### src/shared/rtsc_pkg.sv
// Constants for the run-time settings command decoder.
package rtsc_pkg;
  localparam logic [7:0] CMD_CODE = 8'h60;
  localparam logic [7:0] RESP_OK = 8'h00;
  localparam logic [7:0] RESP_FILL = 8'h00;
  localparam int REPORT_LEN = 64;
  localparam int IDX_W = 6;
  localparam logic [IDX_W-1:0] IDX_CODE = 6'h00;
  localparam logic [IDX_W-1:0] IDX_STATUS = 6'h01;
  localparam logic [IDX_W-1:0] IDX_ADC_REF = 6'h05;
  localparam logic [IDX_W-1:0] IDX_EDGE = 6'h06;
  localparam logic [IDX_W-1:0] IDX_GP_LOAD = 6'h07;
  localparam logic [IDX_W-1:0] IDX_PIN_ZERO = 6'h08;
  localparam logic [IDX_W-1:0] IDX_LAST = 6'h3f;
  localparam int BIT_LOAD_EN = 7;
  localparam int BIT_REF_LVL_HI = 2;
  localparam int BIT_REF_LVL_LO = 1;
  localparam int BIT_REF_SRC = 0;
  localparam int BIT_RISE_MOD = 4;
  localparam int BIT_RISE_VAL = 3;
  localparam int BIT_FALL_MOD = 2;
  localparam int BIT_FALL_VAL = 1;
  localparam int BIT_FLAG_CLR = 0;
  localparam int BIT_GP_OUT = 4;
  localparam int BIT_GP_DIR = 3;
  localparam int BIT_ROLE_HI = 2;
  localparam int BIT_ROLE_LO = 0;
  localparam logic [7:0] GP_LOAD_YES = 8'h01;
  localparam logic [1:0] REF_LVL_OFF = 2'h0;
  localparam logic [1:0] REF_LVL_LOW = 2'h1;
  localparam logic [1:0] REF_LVL_MID = 2'h2;
  localparam logic [1:0] REF_LVL_HIGH = 2'h3;
  localparam logic [2:0] ROLE_GPIO = 3'h0;
  localparam logic [2:0] ROLE_SUSPEND = 3'h1;
  localparam logic [2:0] ROLE_RX_LED = 3'h2;
  localparam logic [1:0] RST_REF_LEVEL = REF_LVL_OFF;
  localparam logic RST_REF_SRC = 1'b0;
  localparam logic RST_RISE_EN = 1'b0;
  localparam logic RST_FALL_EN = 1'b0;
  localparam logic [2:0] RST_PIN_ROLE = ROLE_GPIO;
  localparam logic RST_PIN_DIR = 1'b1;
  localparam logic RST_PIN_LEVEL = 1'b0;
  localparam logic [7:0] RST_BYTE = 8'h00;
  typedef enum logic [0:0] {
    ST_RECV,
    ST_RESP
  } dec_state_e;
endpackage

### src/design/runtime_settings_cmd_decoder.sv
// Decoder for bytes 5 to 8 of the run-time settings command and the state they control.
`timescale 1ns/1ps
module runtime_settings_cmd_decoder
  import rtsc_pkg::*;
(
  input wire logic sys_clk_in,
  input wire logic rst_n_in,
  input wire logic cmd_valid_in,
  input wire logic [7:0] cmd_byte_in,
  output logic cmd_ready_out,
  output logic resp_valid_out,
  output logic [7:0] resp_byte_out,
  output logic resp_last_out,
  input wire logic resp_ready_in,
  output logic cmd_done_out,
  output logic gp_cfg_load_out,
  output logic [1:0] adc_ref_level_out,
  output logic adc_ref_use_module_out,
  output logic edge_rise_en_out,
  output logic edge_fall_en_out,
  output logic edge_flag_out,
  input wire logic intr_detect_pin_in,
  output logic [2:0] general_pin_zero_role_out,
  output logic general_pin_zero_dir_input_out,
  output logic general_pin_zero_set_level_out,
  input wire logic usb_suspend_indicator_in,
  input wire logic receive_activity_led_in,
  input wire logic general_pin_zero_in,
  output logic general_pin_zero_out,
  output logic general_pin_zero_oe_out,
  output logic general_pin_zero_level_out
);
  dec_state_e state_q;
  dec_state_e state_d;
  logic [IDX_W-1:0] idx_q;
  logic [IDX_W-1:0] idx_d;
  logic match_q;
  logic match_d;
  logic [7:0] ref_byte_q;
  logic [7:0] ref_byte_d;
  logic [7:0] edge_byte_q;
  logic [7:0] edge_byte_d;
  logic [7:0] load_byte_q;
  logic [7:0] load_byte_d;
  logic [7:0] pin_byte_q;
  logic [7:0] pin_byte_d;
  logic [IDX_W-1:0] ridx_q;
  logic [IDX_W-1:0] ridx_d;
  logic [7:0] resp_q;
  logic [7:0] resp_d;
  logic done_q;
  logic done_d;
  logic load_q;
  logic load_d;
  logic commit;
  logic cmd_fire;
  logic resp_fire;

  logic [1:0] ref_lvl_q;
  logic [1:0] ref_lvl_d;
  logic src_q;
  logic src_d;
  logic rise_q;
  logic rise_d;
  logic fall_q;
  logic fall_d;
  logic flag_q;
  logic flag_d;
  logic [2:0] role_q;
  logic [2:0] role_d;
  logic dir_q;
  logic dir_d;
  logic lvl_q;
  logic lvl_d;

  logic intr_sync;
  logic intr_prev_q;
  logic intr_prev_d;
  logic rise_seen;
  logic fall_seen;
  logic edge_hit;
  logic flag_clear;

  logic pin_sync;
  logic pin_in_q;
  logic pin_in_d;
  logic pin_o_q;
  logic pin_o_d;
  logic pin_oe_q;
  logic pin_oe_d;

  level_sync u_intr_sync (
    .sys_clk_in(sys_clk_in),
    .rst_n_in(rst_n_in),
    .async_in(intr_detect_pin_in),
    .sync_out(intr_sync)
  );

  level_sync u_pin_sync (
    .sys_clk_in(sys_clk_in),
    .rst_n_in(rst_n_in),
    .async_in(general_pin_zero_in),
    .sync_out(pin_sync)
  );

  // Report reception and response streaming.
  assign cmd_ready_out = (state_q == ST_RECV);
  assign cmd_fire = cmd_valid_in && cmd_ready_out;
  assign resp_valid_out = (state_q == ST_RESP);
  assign resp_fire = resp_valid_out && resp_ready_in;
  assign resp_last_out = resp_valid_out && (ridx_q == IDX_LAST);
  assign commit = cmd_fire && (idx_q == IDX_LAST) && match_q;

  always_comb begin
    state_d = state_q;
    idx_d = idx_q;
    match_d = match_q;
    ref_byte_d = ref_byte_q;
    edge_byte_d = edge_byte_q;
    load_byte_d = load_byte_q;
    pin_byte_d = pin_byte_q;
    ridx_d = ridx_q;
    resp_d = resp_q;
    done_d = 1'b0;
    case (state_q)
      ST_RECV: begin
        if (cmd_fire) begin
          idx_d = idx_q + 6'h01;
          case (idx_q)
            IDX_CODE: match_d = (cmd_byte_in == CMD_CODE);
            IDX_ADC_REF: ref_byte_d = cmd_byte_in;
            IDX_EDGE: edge_byte_d = cmd_byte_in;
            IDX_GP_LOAD: load_byte_d = cmd_byte_in;
            IDX_PIN_ZERO: pin_byte_d = cmd_byte_in;
            default: match_d = match_q;
          endcase
          if (commit) begin
            state_d = ST_RESP;
            ridx_d = IDX_CODE;
            resp_d = CMD_CODE;
            done_d = 1'b1;
          end
        end
      end
      ST_RESP: begin
        if (resp_fire) begin
          ridx_d = ridx_q + 6'h01;
          resp_d = (ridx_q == IDX_CODE) ? RESP_OK : RESP_FILL;
          if (ridx_q == IDX_LAST) begin
            state_d = ST_RECV;
            idx_d = IDX_CODE;
            match_d = 1'b0;
          end
        end
      end
      default: begin
        state_d = ST_RECV;
        idx_d = IDX_CODE;
      end
    endcase
  end

  always_ff @(posedge sys_clk_in) begin
    if (!rst_n_in) begin
      state_q <= ST_RECV;
      idx_q <= IDX_CODE;
      match_q <= 1'b0;
      ref_byte_q <= RST_BYTE;
      edge_byte_q <= RST_BYTE;
      load_byte_q <= RST_BYTE;
      pin_byte_q <= RST_BYTE;
      ridx_q <= IDX_CODE;
      resp_q <= RST_BYTE;
      done_q <= 1'b0;
    end else begin
      state_q <= state_d;
      idx_q <= idx_d;
      match_q <= match_d;
      ref_byte_q <= ref_byte_d;
      edge_byte_q <= edge_byte_d;
      load_byte_q <= load_byte_d;
      pin_byte_q <= pin_byte_d;
      ridx_q <= ridx_d;
      resp_q <= resp_d;
      done_q <= done_d;
    end
  end

  assign resp_byte_out = resp_q;
  assign cmd_done_out = done_q;

  // Run-time settings store, applied when the whole report has arrived.
  assign rise_seen = intr_sync && !intr_prev_q;
  assign fall_seen = !intr_sync && intr_prev_q;
  assign edge_hit = (rise_seen && rise_q) || (fall_seen && fall_q);
  assign flag_clear = commit && edge_byte_q[BIT_LOAD_EN] && edge_byte_q[BIT_FLAG_CLR];

  always_comb begin
    ref_lvl_d = ref_lvl_q;
    src_d = src_q;
    rise_d = rise_q;
    fall_d = fall_q;
    role_d = role_q;
    dir_d = dir_q;
    lvl_d = lvl_q;
    load_d = 1'b0;
    intr_prev_d = intr_sync;
    if (commit && ref_byte_q[BIT_LOAD_EN]) begin
      ref_lvl_d = ref_byte_q[BIT_REF_LVL_HI:BIT_REF_LVL_LO];
      src_d = ref_byte_q[BIT_REF_SRC];
    end
    if (commit && edge_byte_q[BIT_LOAD_EN]) begin
      if (edge_byte_q[BIT_RISE_MOD]) begin
        rise_d = edge_byte_q[BIT_RISE_VAL];
      end
      if (edge_byte_q[BIT_FALL_MOD]) begin
        fall_d = edge_byte_q[BIT_FALL_VAL];
      end
    end
    if (commit && (load_byte_q == GP_LOAD_YES)) begin
      load_d = 1'b1;
      role_d = pin_byte_q[BIT_ROLE_HI:BIT_ROLE_LO];
      dir_d = pin_byte_q[BIT_GP_DIR];
      lvl_d = pin_byte_q[BIT_GP_OUT];
    end
    if (edge_hit) begin
      flag_d = 1'b1;
    end else if (flag_clear) begin
      flag_d = 1'b0;
    end else begin
      flag_d = flag_q;
    end
  end

  always_ff @(posedge sys_clk_in) begin
    if (!rst_n_in) begin
      ref_lvl_q <= RST_REF_LEVEL;
      src_q <= RST_REF_SRC;
      rise_q <= RST_RISE_EN;
      fall_q <= RST_FALL_EN;
      flag_q <= 1'b0;
      role_q <= RST_PIN_ROLE;
      dir_q <= RST_PIN_DIR;
      lvl_q <= RST_PIN_LEVEL;
      load_q <= 1'b0;
      intr_prev_q <= 1'b0;
    end else begin
      ref_lvl_q <= ref_lvl_d;
      src_q <= src_d;
      rise_q <= rise_d;
      fall_q <= fall_d;
      flag_q <= flag_d;
      role_q <= role_d;
      dir_q <= dir_d;
      lvl_q <= lvl_d;
      load_q <= load_d;
      intr_prev_q <= intr_prev_d;
    end
  end

  assign adc_ref_level_out = ref_lvl_q;
  assign adc_ref_use_module_out = src_q;
  assign edge_rise_en_out = rise_q;
  assign edge_fall_en_out = fall_q;
  assign edge_flag_out = flag_q;
  assign general_pin_zero_role_out = role_q;
  assign general_pin_zero_dir_input_out = dir_q;
  assign general_pin_zero_set_level_out = lvl_q;
  assign gp_cfg_load_out = load_q;

  // Pin multiplexer for general pin zero.
  always_comb begin
    pin_in_d = pin_sync;
    pin_o_d = 1'b0;
    pin_oe_d = 1'b0;
    case (role_q)
      ROLE_GPIO: begin
        pin_oe_d = !dir_q;
        pin_o_d = lvl_q;
      end
      ROLE_SUSPEND: begin
        pin_oe_d = 1'b1;
        pin_o_d = usb_suspend_indicator_in;
      end
      ROLE_RX_LED: begin
        pin_oe_d = 1'b1;
        pin_o_d = receive_activity_led_in;
      end
      default: begin
        pin_oe_d = 1'b0;
        pin_o_d = 1'b0;
      end
    endcase
  end

  always_ff @(posedge sys_clk_in) begin
    if (!rst_n_in) begin
      pin_in_q <= 1'b0;
      pin_o_q <= 1'b0;
      pin_oe_q <= 1'b0;
    end else begin
      pin_in_q <= pin_in_d;
      pin_o_q <= pin_o_d;
      pin_oe_q <= pin_oe_d;
    end
  end

  assign general_pin_zero_out = pin_o_q;
  assign general_pin_zero_oe_out = pin_oe_q;
  assign general_pin_zero_level_out = pin_in_q;
endmodule

### src/design/level_sync.sv
// Two-flop synchroniser for one asynchronous level.
`timescale 1ns/1ps
module level_sync (
  input wire logic sys_clk_in,
  input wire logic rst_n_in,
  input wire logic async_in,
  output logic sync_out
);
  logic meta_q;
  logic meta_d;
  logic sync_q;
  logic sync_d;

  always_comb begin
    meta_d = async_in;
    sync_d = meta_q;
  end

  always_ff @(posedge sys_clk_in) begin
    if (!rst_n_in) begin
      meta_q <= 1'b0;
      sync_q <= 1'b0;
    end else begin
      meta_q <= meta_d;
      sync_q <= sync_d;
    end
  end

  assign sync_out = sync_q;
endmodule

### config.mk
export PLATFORM = sky130hd
export DESIGN_NAME = runtime_settings_cmd_decoder
export DESIGN_NICKNAME = d
export VERILOG_FILES = /design/src/shared/rtsc_pkg.sv /design/src/design/runtime_settings_cmd_decoder.sv /design/src/design/level_sync.sv
export SDC_FILE = /design/constraint.sdc
export NUM_CORES = 1
export LEC_CHECK = 0
export BUFFER_PORTS_ARGS = -buffer_cell sky130_fd_sc_hd__buf_2
export CORE_ASPECT_RATIO = 0.5
export CORE_MARGIN = 3
export CORE_UTILIZATION = 36
export CTS_BUF_LIST = sky130_fd_sc_hd__clkbuf_16
export DETAILED_ROUTE_END_ITERATION = 6
export HOLD_SLACK_MARGIN = 0.15
export PLACE_DENSITY = 0.6
export SLEW_MARGIN = 20
export SYNTH_ARGS = -nofsm -noshare
export SYNTH_HDL_FRONTEND = slang
export SYNTH_SLANG_ARGS = --single-unit
export TNS_END_PERCENT = 50
### constraint.sdc
create_clock -name sys_clk_in -period 2.3 [get_ports sys_clk_in]
set_input_delay 0.46 -clock sys_clk_in [delete_from_list [all_inputs] [get_ports sys_clk_in]]
set_output_delay 0.46 -clock sys_clk_in [all_outputs]
set_load 0.1 [all_outputs]
==> Word-level counts from Yosys, hierarchy flattened <==
Cells that the tools add are included.
Widths: inputs -> output; s select.
{ "word_totals": {"ff_bits": 72, "input_bits": 16} }
{ "classes": {"addsub": 2, "eq_ne": 15, "n_mux": 27, "bitwise": 2, "n_reduce_logical": 31} }
{ "op_table": {"columns": ["operator", "count"], "rows": [
  ["$mux 6", 6],
  ["$mux 8", 3],
  ["$pmux 6 s2", 2],
  ["$eq 6x3->1 const B", 3],
  ["$reduce_and 3->1", 6],
  ["$pmux 8 s2", 1],
  ["$logic_and 1x1->1", 13],
  ["$add 6x1->6 const B", 2],
  ["$eq 6x6->1 const B", 2],
  ["$mux 1", 11],
  ["$ne 2x1->1 const B", 5],
  ["$eq 8x1->1 const B", 1],
  ["$eq 8x7->1 const B", 1],
  ["$eq 6x4->1 const B", 1],
  ["$logic_not 6->1", 1],
  ["$pmux 1 s2", 3],
  ["$reduce_and 2->1", 2],
  ["$reduce_and 4->1", 1],
  ["$reduce_or 2->1", 2],
  ["$eq 3x1->1 const B", 1],
  ["$eq 3x2->1 const B", 1],
  ["$logic_not 1->1", 3],
  ["$logic_not 3->1", 1],
  ["$pmux 1 s3", 1],
  ["other kinds (3)", 4]
]} }

==> Longest topological paths before layout <==
Gate-level depths: netlist of the first run.
{ "depth": {"depth_word": 8, "mapped_depth": 6, "mapped_depth_nobuf": 5} }

==> Cells and area by module <==
From an unflattened synthesis of the first run, not the netlist that was laid out.
{ "hier_totals": {"hier_cells": 258, "area_unflattened_um2": 2468.6} }
{ "modules_own_cells": {"columns": ["mod", "n_inst", "cells_per_inst", "area_each_um2", "seq_area_each_um2"], "rows": [
  ["runtime_settings_cmd_decoder", 1, 250, 2363.5, 1101.1],
  ["level_sync", 2, 4, 52.6, 40.0]
]} }

==> Worst setup path before layout of the first run <==
OpenSTA, ideal clock, no wires.
{ "synth_path": {"kind": "register to output", "from": "register state_q, in the netlist resp_valid_out", "to": "output port resp_last_out", "arrival_time_ns": 1.961, "t_required_ns": 1.840, "setup_slack_ns": -0.121, "path_stages_with_launch": 3, "path_cell_list": "dfxtp_1 -> buf_6 -> and3_1"} }
{ "synth_via": {"elab_chain_cells": 1} }
{ "synth_lines": {"columns": ["item", "line_no", "rtl"], "rows": [
  ["from (decl)", "runtime_settings_cmd_decoder.sv:33", "dec_state_e state_q;"],
  ["from (signal assigned)", "runtime_settings_cmd_decoder.sv:176", "state_q <= state_d;"],
  ["$logic_and 1x1->1", "runtime_settings_cmd_decoder.sv:111", "assign resp_last_out = resp_valid_out && (ridx_q == IDX_LAST);"],
  ["to (decl)", "runtime_settings_cmd_decoder.sv:13", "output logic resp_last_out,"]
]} }
Every way passes these cells.

==> Final worst setup path of the first run <==
{ "layout_path": {"from": "register ridx_q[3]", "to": "output port resp_last_out"} }
{ "layout_via": {"elab_chain_cells": 2} }
{ "layout_lines": {"columns": ["item", "line_no", "rtl"], "rows": [
  ["from (decl)", "runtime_settings_cmd_decoder.sv:47", "logic [IDX_W-1:0] ridx_q;"],
  ["from (signal assigned)", "runtime_settings_cmd_decoder.sv:183", "ridx_q <= ridx_d;"],
  ["$eq 6x6->1", "runtime_settings_cmd_decoder.sv:111", null],
  ["$logic_and 1x1->1", "runtime_settings_cmd_decoder.sv:111", null]
]} }
Every way passes these cells.

==> results.cfg, run 1 <==
[power]
power.share.switching_pct = 21.4
power_density_mw_per_mm2 = 844
leakage_uw = 0.00141
power_frac_comb_pct = 4.7
peakVddDrop_mv = 0.385
p_clk_share_pct = 54.3
sequentialPowerShare_pct = 40.9
p_int_uw = 1990
switching_power_uw = 541

[timing]
fmax_ghz = 0.483
fin_crit_ps = 2070
skew_ps = 3.86
rsz0062_at_grt = false
setup_viol = 0
finalCritPeriodShare_pct = 90.1
hold_violations = 0
drv_slew = 0
setup_tns_ps = 0

[final_layout]
drive_gt1_share_pct = 19.9
fillers = 610
mostFrequentLayoutCells = 59 x dfxtp_1, 39 x nor2_1, 36 x mux2i_1, 36 x buf_2, 31 x nand2_1
fin_nets = 318
layout_commonest_cell = dfxtp_1
diodes = 0
area_growth_pct = 21.5
final_util_pct = 47.2

[setup_path]
crit_path_start = ridx_q[3]
timing.rr.start = resp_valid_out
critPathBufInv = 1
critPathTopFamily = simple AND/OR/NAND/NOR gates
worstPathRequired_ps = 1840
path_class = flip-flop to primary output
cpMaxStageDelayCell = buf_2
worstPathArrival_ps = 1610
critPathLaunchType = flip-flop
path_cells = and4_2, and3_2, buf_2
cp_slowest_stage_delay_ps = 420
endpoint_kind = primary output
critPathMaxFanout = 4

[grt]
grt_max_degree = 28
track_usage_pct = 13.7
grt_pass1_wl_mm = 8.40
overflow = 0
grt_pass1_vias = 1702
antenna_found_initial = 0

[logic_synthesis]
synthArstFlopShare_pct = 0
ys_ff_latch = 59
syn_inst = 258
synth-seq-area-share_pct = 47.8
yosysUniqueCellTypes = 39
synth-edff-count = 0
yosysWarnings = 0
synth_ff_type = dfxtp_1
avgSynthCellArea_um2 = 9.57
netlist_area_mm2 = 0.00247

[run]
cap_violations = 0

[clocking]
cts-root-buf = clkbuf_16
cts_htree_levels = 3
holdBufCountCts = 0
cts.clk_slew.worst_paths_ps = 50
numCtsBuffers = 9
cts_buffer_depth = 2
postCtsSetupRepairBufs = 0
post_cts_resized = 0
cts.sinks = 59
cts_tree = built
clk_latency_ps = 320

[detailed_routing]
wl_per_cell_um = 12.9
drt-total-wl_mm = 5.03
dr_total_vias = 1839
drc_errors = 0
drtIter0Drc = 119
postRouteAntennaNets = 0
drt-pass1-iter-count = 4
routed_via_density = 4.72

[die]
io_pins = 43
fp-row-count = 20
die_y_um = 64.6
core_area_mm2 = 0.00636
dieArea_mm2 = 0.00795
die_x_um = 123
start_util_pct = 38.8

[placement]
dpl.hpwl_mm = 3.53
routabilityCongestion = 0.799
numPortBuffers = 36

[min_path]
hp-class = input port to flip-flop
hp-start = intr_detect_pin_in

[status]
status = finished, final reports clean
## layer usage
layer	share of wire, %	track usage [%]
met5	0	0
met4	0.76	5.52
met3	4.5	5.41
met2	45	20.9
met1	49	17.5
## area by class of cell
type,instances,area (um^2),area share [%]
flip-flops and latches,59,1180,39.4
clock inverters,7,82.6,2.75
inverters,5,18.8,0.626
repair buffers,39,203,6.76
clock buffers,9,225,7.51
multi-input cells,183,1180,39.3
well taps,88,110,3.67
## final timing paths
kind | endpoint | slack, ps | cells past startpoint
worst max-delay path | resp_last_out | 230 | 3
worst min-delay path | u_intr_sync.meta_q | 340 | 2
worst max register to register | idx_q[5] | 530 | 4
worst min register to register | general_pin_zero_level_out | 430 | 1
## kinds of logic after synthesis
| group | count (synthesis) | synth area share (%) |
|---|---|---|
| compound gates | 17 | 4.41 |
| mux | 36 | 14.6 |
| xor+xnor | 6 | 2.13 |
| buf+inv | 21 | 5.17 |
| simple gates | 113 | 23.2 |
| flops | 59 | 47.8 |
| other cells | 1 | 0.152 |
| fa+ha+maj | 5 | 2.53 |
## power by group through the flow
stage               combinational, uW  clock, uW  sequential, uW
finish                            120       1380            1040
global route                      130       1460            1040
global placement                  118          0            1060
detailed placement                120          0            1060
CTS                               120       1410            1040
floorplan                        89.8          0            1060
## worst register-to-register path, delay by kind of cell (launching register included)
family,cells,cell delay [ps]
and+or+nand+nor,2,880
DFF,1,550
AOI/OAI and AO/OA,2,270
## cells in the mapped netlist, drive strengths merged, types with 2 or more instances
library cell | n | area share [%]
dfxtp | 59 | 48
nor2 | 39 | 5.9
mux2i | 36 | 15
nand2 | 31 | 4.7
nand3 | 11 | 2.6
buf | 10 | 3.5
a21oi | 8 | 2.1
and2 | 7 | 1.8
clkbuf | 6 | 0.91
ha | 5 | 2.5
inv | 5 | 0.76
o21ai | 4 | 0.81
and3 | 3 | 0.76
nor3 | 3 | 1.1
nor4 | 3 | 0.76
xnor2 | 3 | 1.1
xor2 | 3 | 1.1
nand2b | 2 | 0.51
nand3b | 2 | 0.61
nor4b | 2 | 1.3
o31ai | 2 | 0.61
or3 | 2 | 0.51
## through the flow
stage          setup WS, ps  hold WS [ps]  instance area [um^2]  power [uW]  instances
4_1_cts                 214           326                  3000        2560        390
2_1_floorplan           129           412                  2490        1150        263
3_5_place_dp            531           419                  2690        1180        374
6_report                228           338                  3000        2530        390
5_1_grt                 150           333                  3000        2620        390
3_3_place_gp            572           414                  2690        1170        374
## state kept, by name, summed over array words and instances, names as in the netlist, 2 cells and up
register,count
load_byte_q,8
edge_byte_q,6
idx_q,6
ridx_q,6
pin_byte_q,5
ref_byte_q,4
general_pin_zero_role_out,3
adc_ref_level_out,2
Power figures use the tool's default switching activity.
==> run 2, diff against run 1 <==
ABC_AREA = 1   (was default)
GPL_ROUTABILITY_DRIVEN = 0   (was default)
SKIP_CTS_REPAIR_TIMING = 1   (was default)
==> run 2 against run 1 <==
Clock-buffer cell count is the same; critical path depth is 3 higher; via count is 20% higher; critical path type unchanged; largest cell class unchanged; critical endpoint unchanged; die area grew 2.1%; power shrank 3.5%; highest routed layer unchanged; non-clock buffer count is 1 lower.
==> results.cfg, run 2 <==
[logic_synthesis]
avgSynthCellArea_um2 = 7.77
ys_ff_latch = 59
synth-edff-count = 0
synth-seq-area-share_pct = 46.8
netlist_area_mm2 = 0.00252
synth_top_area_cell = dfxtp_1
synth_ff_type = dfxtp_1
syn_inst = 325
ys_top_cells_by_count = 59 x dfxtp_1, 49 x nand2_1, 47 x nor2_1, 36 x a21oi_1, 29 x inv_1
synthArstFlopShare_pct = 0
yosysUniqueCellTypes = 32
yosysMostFrequentCell = dfxtp_1
post_synth_main_area_contributors = dfxtp_1 47%, nand2_1 7.3%, a21oi_1 7.1%
yosysTopAreaCellShare_pct = 46.8
yosysWarnings = 0

[clocking]
cts_htree_levels = 3
cts_buffer_depth = 2
cts-root-buf = clkbuf_16
cts_tree = built
clk_latency_ps = 330
cts.clk_slew.worst_paths_ps = 50
numCtsBuffers = 9
cts.sinks = 59

[status]
status = finished, final reports clean

[timing]
finalCritPeriodShare_pct = 92.9
fin_crit_ps = 2140
rsz0062_at_grt = false
hold_violations = 0
skew_ps = 4.71
setup_viol = 0
setup_tns_ps = 0
fmax_ghz = 0.468
hold_ws_ps = 318
drv_slew = 0

[final_layout]
mostFrequentLayoutCells = 58 x dfxtp_1, 49 x nand2_1, 46 x nor2_1, 36 x a21oi_1, 35 x buf_2
final_util_pct = 47.8
fin_nets = 387
layout_commonest_cell = dfxtp_1
drive_gt1_share_pct = 19.9
fin_area_mm2 = 0.00306
diodes = 0
area_growth_pct = 21.2
largest_reg_flops = 8
regMostFlops = load_byte_q

[die]
dieArea_mm2 = 0.00811
io_pins = 43
core_area_mm2 = 0.00641
start_util_pct = 39.4
die_y_um = 65.2
fp-row-count = 20
die_x_um = 124

[power]
p_int_uw = 1890
p_clk_share_pct = 51.7
leakage_uw = 0.00137
sequentialPowerShare_pct = 42.6
peakVddDrop_mv = 0.375
power.share.switching_pct = 22.7
power_frac_comb_pct = 5.6
switching_power_uw = 555
power_density_mw_per_mm2 = 799

[grt]
overflow = 0
antenna_found_initial = 0
grt_pass1_wl_mm = 9.29
grt_pass1_vias = 2025
grt_max_degree = 35
track_usage_pct = 14.5

[detailed_routing]
wl_met2_mm = 2.42
wl_per_cell_um = 12.1
dr_total_vias = 2210
postRouteAntennaNets = 0
wl_met3_um = 360
drc_errors = 0
drt-pass1-iter-count = 4
drt-total-wl_mm = 5.54
drtIter0Drc = 94
drt-met1-wl_mm = 2.61
dr.max_layer_used = met4
routed_via_density = 4.81

[placement]
dpl.hpwl_mm = 3.91
numPortBuffers = 36
postPlaceCellArea_mm2 = 0.00277

[setup_path]
critPathMaxFanout = 4
worstPathArrival_ps = 1680
path_class = flip-flop to primary output
worstPathRequired_ps = 1840
critPathLaunchType = flip-flop
endpoint_kind = primary output

[min_path]
hp-class = input port to flip-flop

[run]
cap_violations = 0
[run 2: cell count changes in the layout (fill, tap and decap cells not counted), sizes merged, moves of 15 or more]
cell	change
o21ai	+22
mux2i	-36
a21oi	+28
inv	+29
nand2	+24
nor2	+15
[run 2: cell families (layout without fill, tap and decap cells)]
logic type / Yosys count / count (layout) / share of synthesized area [%]
AOI/OAI and AO/OA: 66 / 66 / 13.4
xor gates and xnor gates: 1 / 1 / 0.347
adders and majority gates: 5 / 5 / 2.48
buffers and inverters: 48 / 89 / 8.87
DFF: 59 / 59 / 46.8
other: 1 / 6 / 0.149
and+or+nand+nor: 145 / 145 / 28.0
[run 2: worst max-delay path: stages, from the launching register on]
cell and delay [ps]:
dfxtp_1 370, ha_1 190, nand2_1 90, nor2_2 170, nand4_1 160, inv_1 90, buf_4 280
[run 2: metal layers]
metal / global-route usage [%] / vias up
met5: 0 / -
met4: 6.97 / 0
met3: 6.98 / 17
met2: 22.5 / 62
met1: 17.1 / 990
li1: - / 1141
[run 2: cell type report]
class,instances,area (um^2)
repair buffers,38,198
clock inverters,7,60.1
clock buffers,9,225
inverters,35,144
well taps,88,110
multi-input cells,223,1140
fillers,645,3350
flip-flops and latches,59,1180
[run 2: final timing paths]
check	startpoint	endpoint	slack (ps)	depth (start not counted)
hold / removal	intr_detect_pin_in	u_intr_sync.meta_q	320	3
setup reg to reg	idx_q[1]	general_pin_zero_set_level_out	690	8
hold reg to reg	u_pin_sync.sync_out	general_pin_zero_level_out	410	2
setup / recovery	ridx_q[0]	resp_last_out	160	6
[run 2: stage by stage]
stage / std cells / setup slack (ps) / total power (uW)
floorplan: 330 / 317 / 1170
global placement: 443 / 373 / 1200
detailed placement: 443 / 319 / 1200
CTS: 459 / -38.5 / 2470
global route: 459 / 21.2 / 2530
finish: 459 / 163 / 2440
[run 2: power groups by stage]
stage          Combinational [uW]  Sequential, uW  Clock [uW]
2_1_floorplan                 106            1060           0
3_3_place_gp                  136            1060           0
3_5_place_dp                  138            1060           0
4_1_cts                       138            1040        1290
5_1_grt                       151            1040        1340
6_report                      138            1040        1260
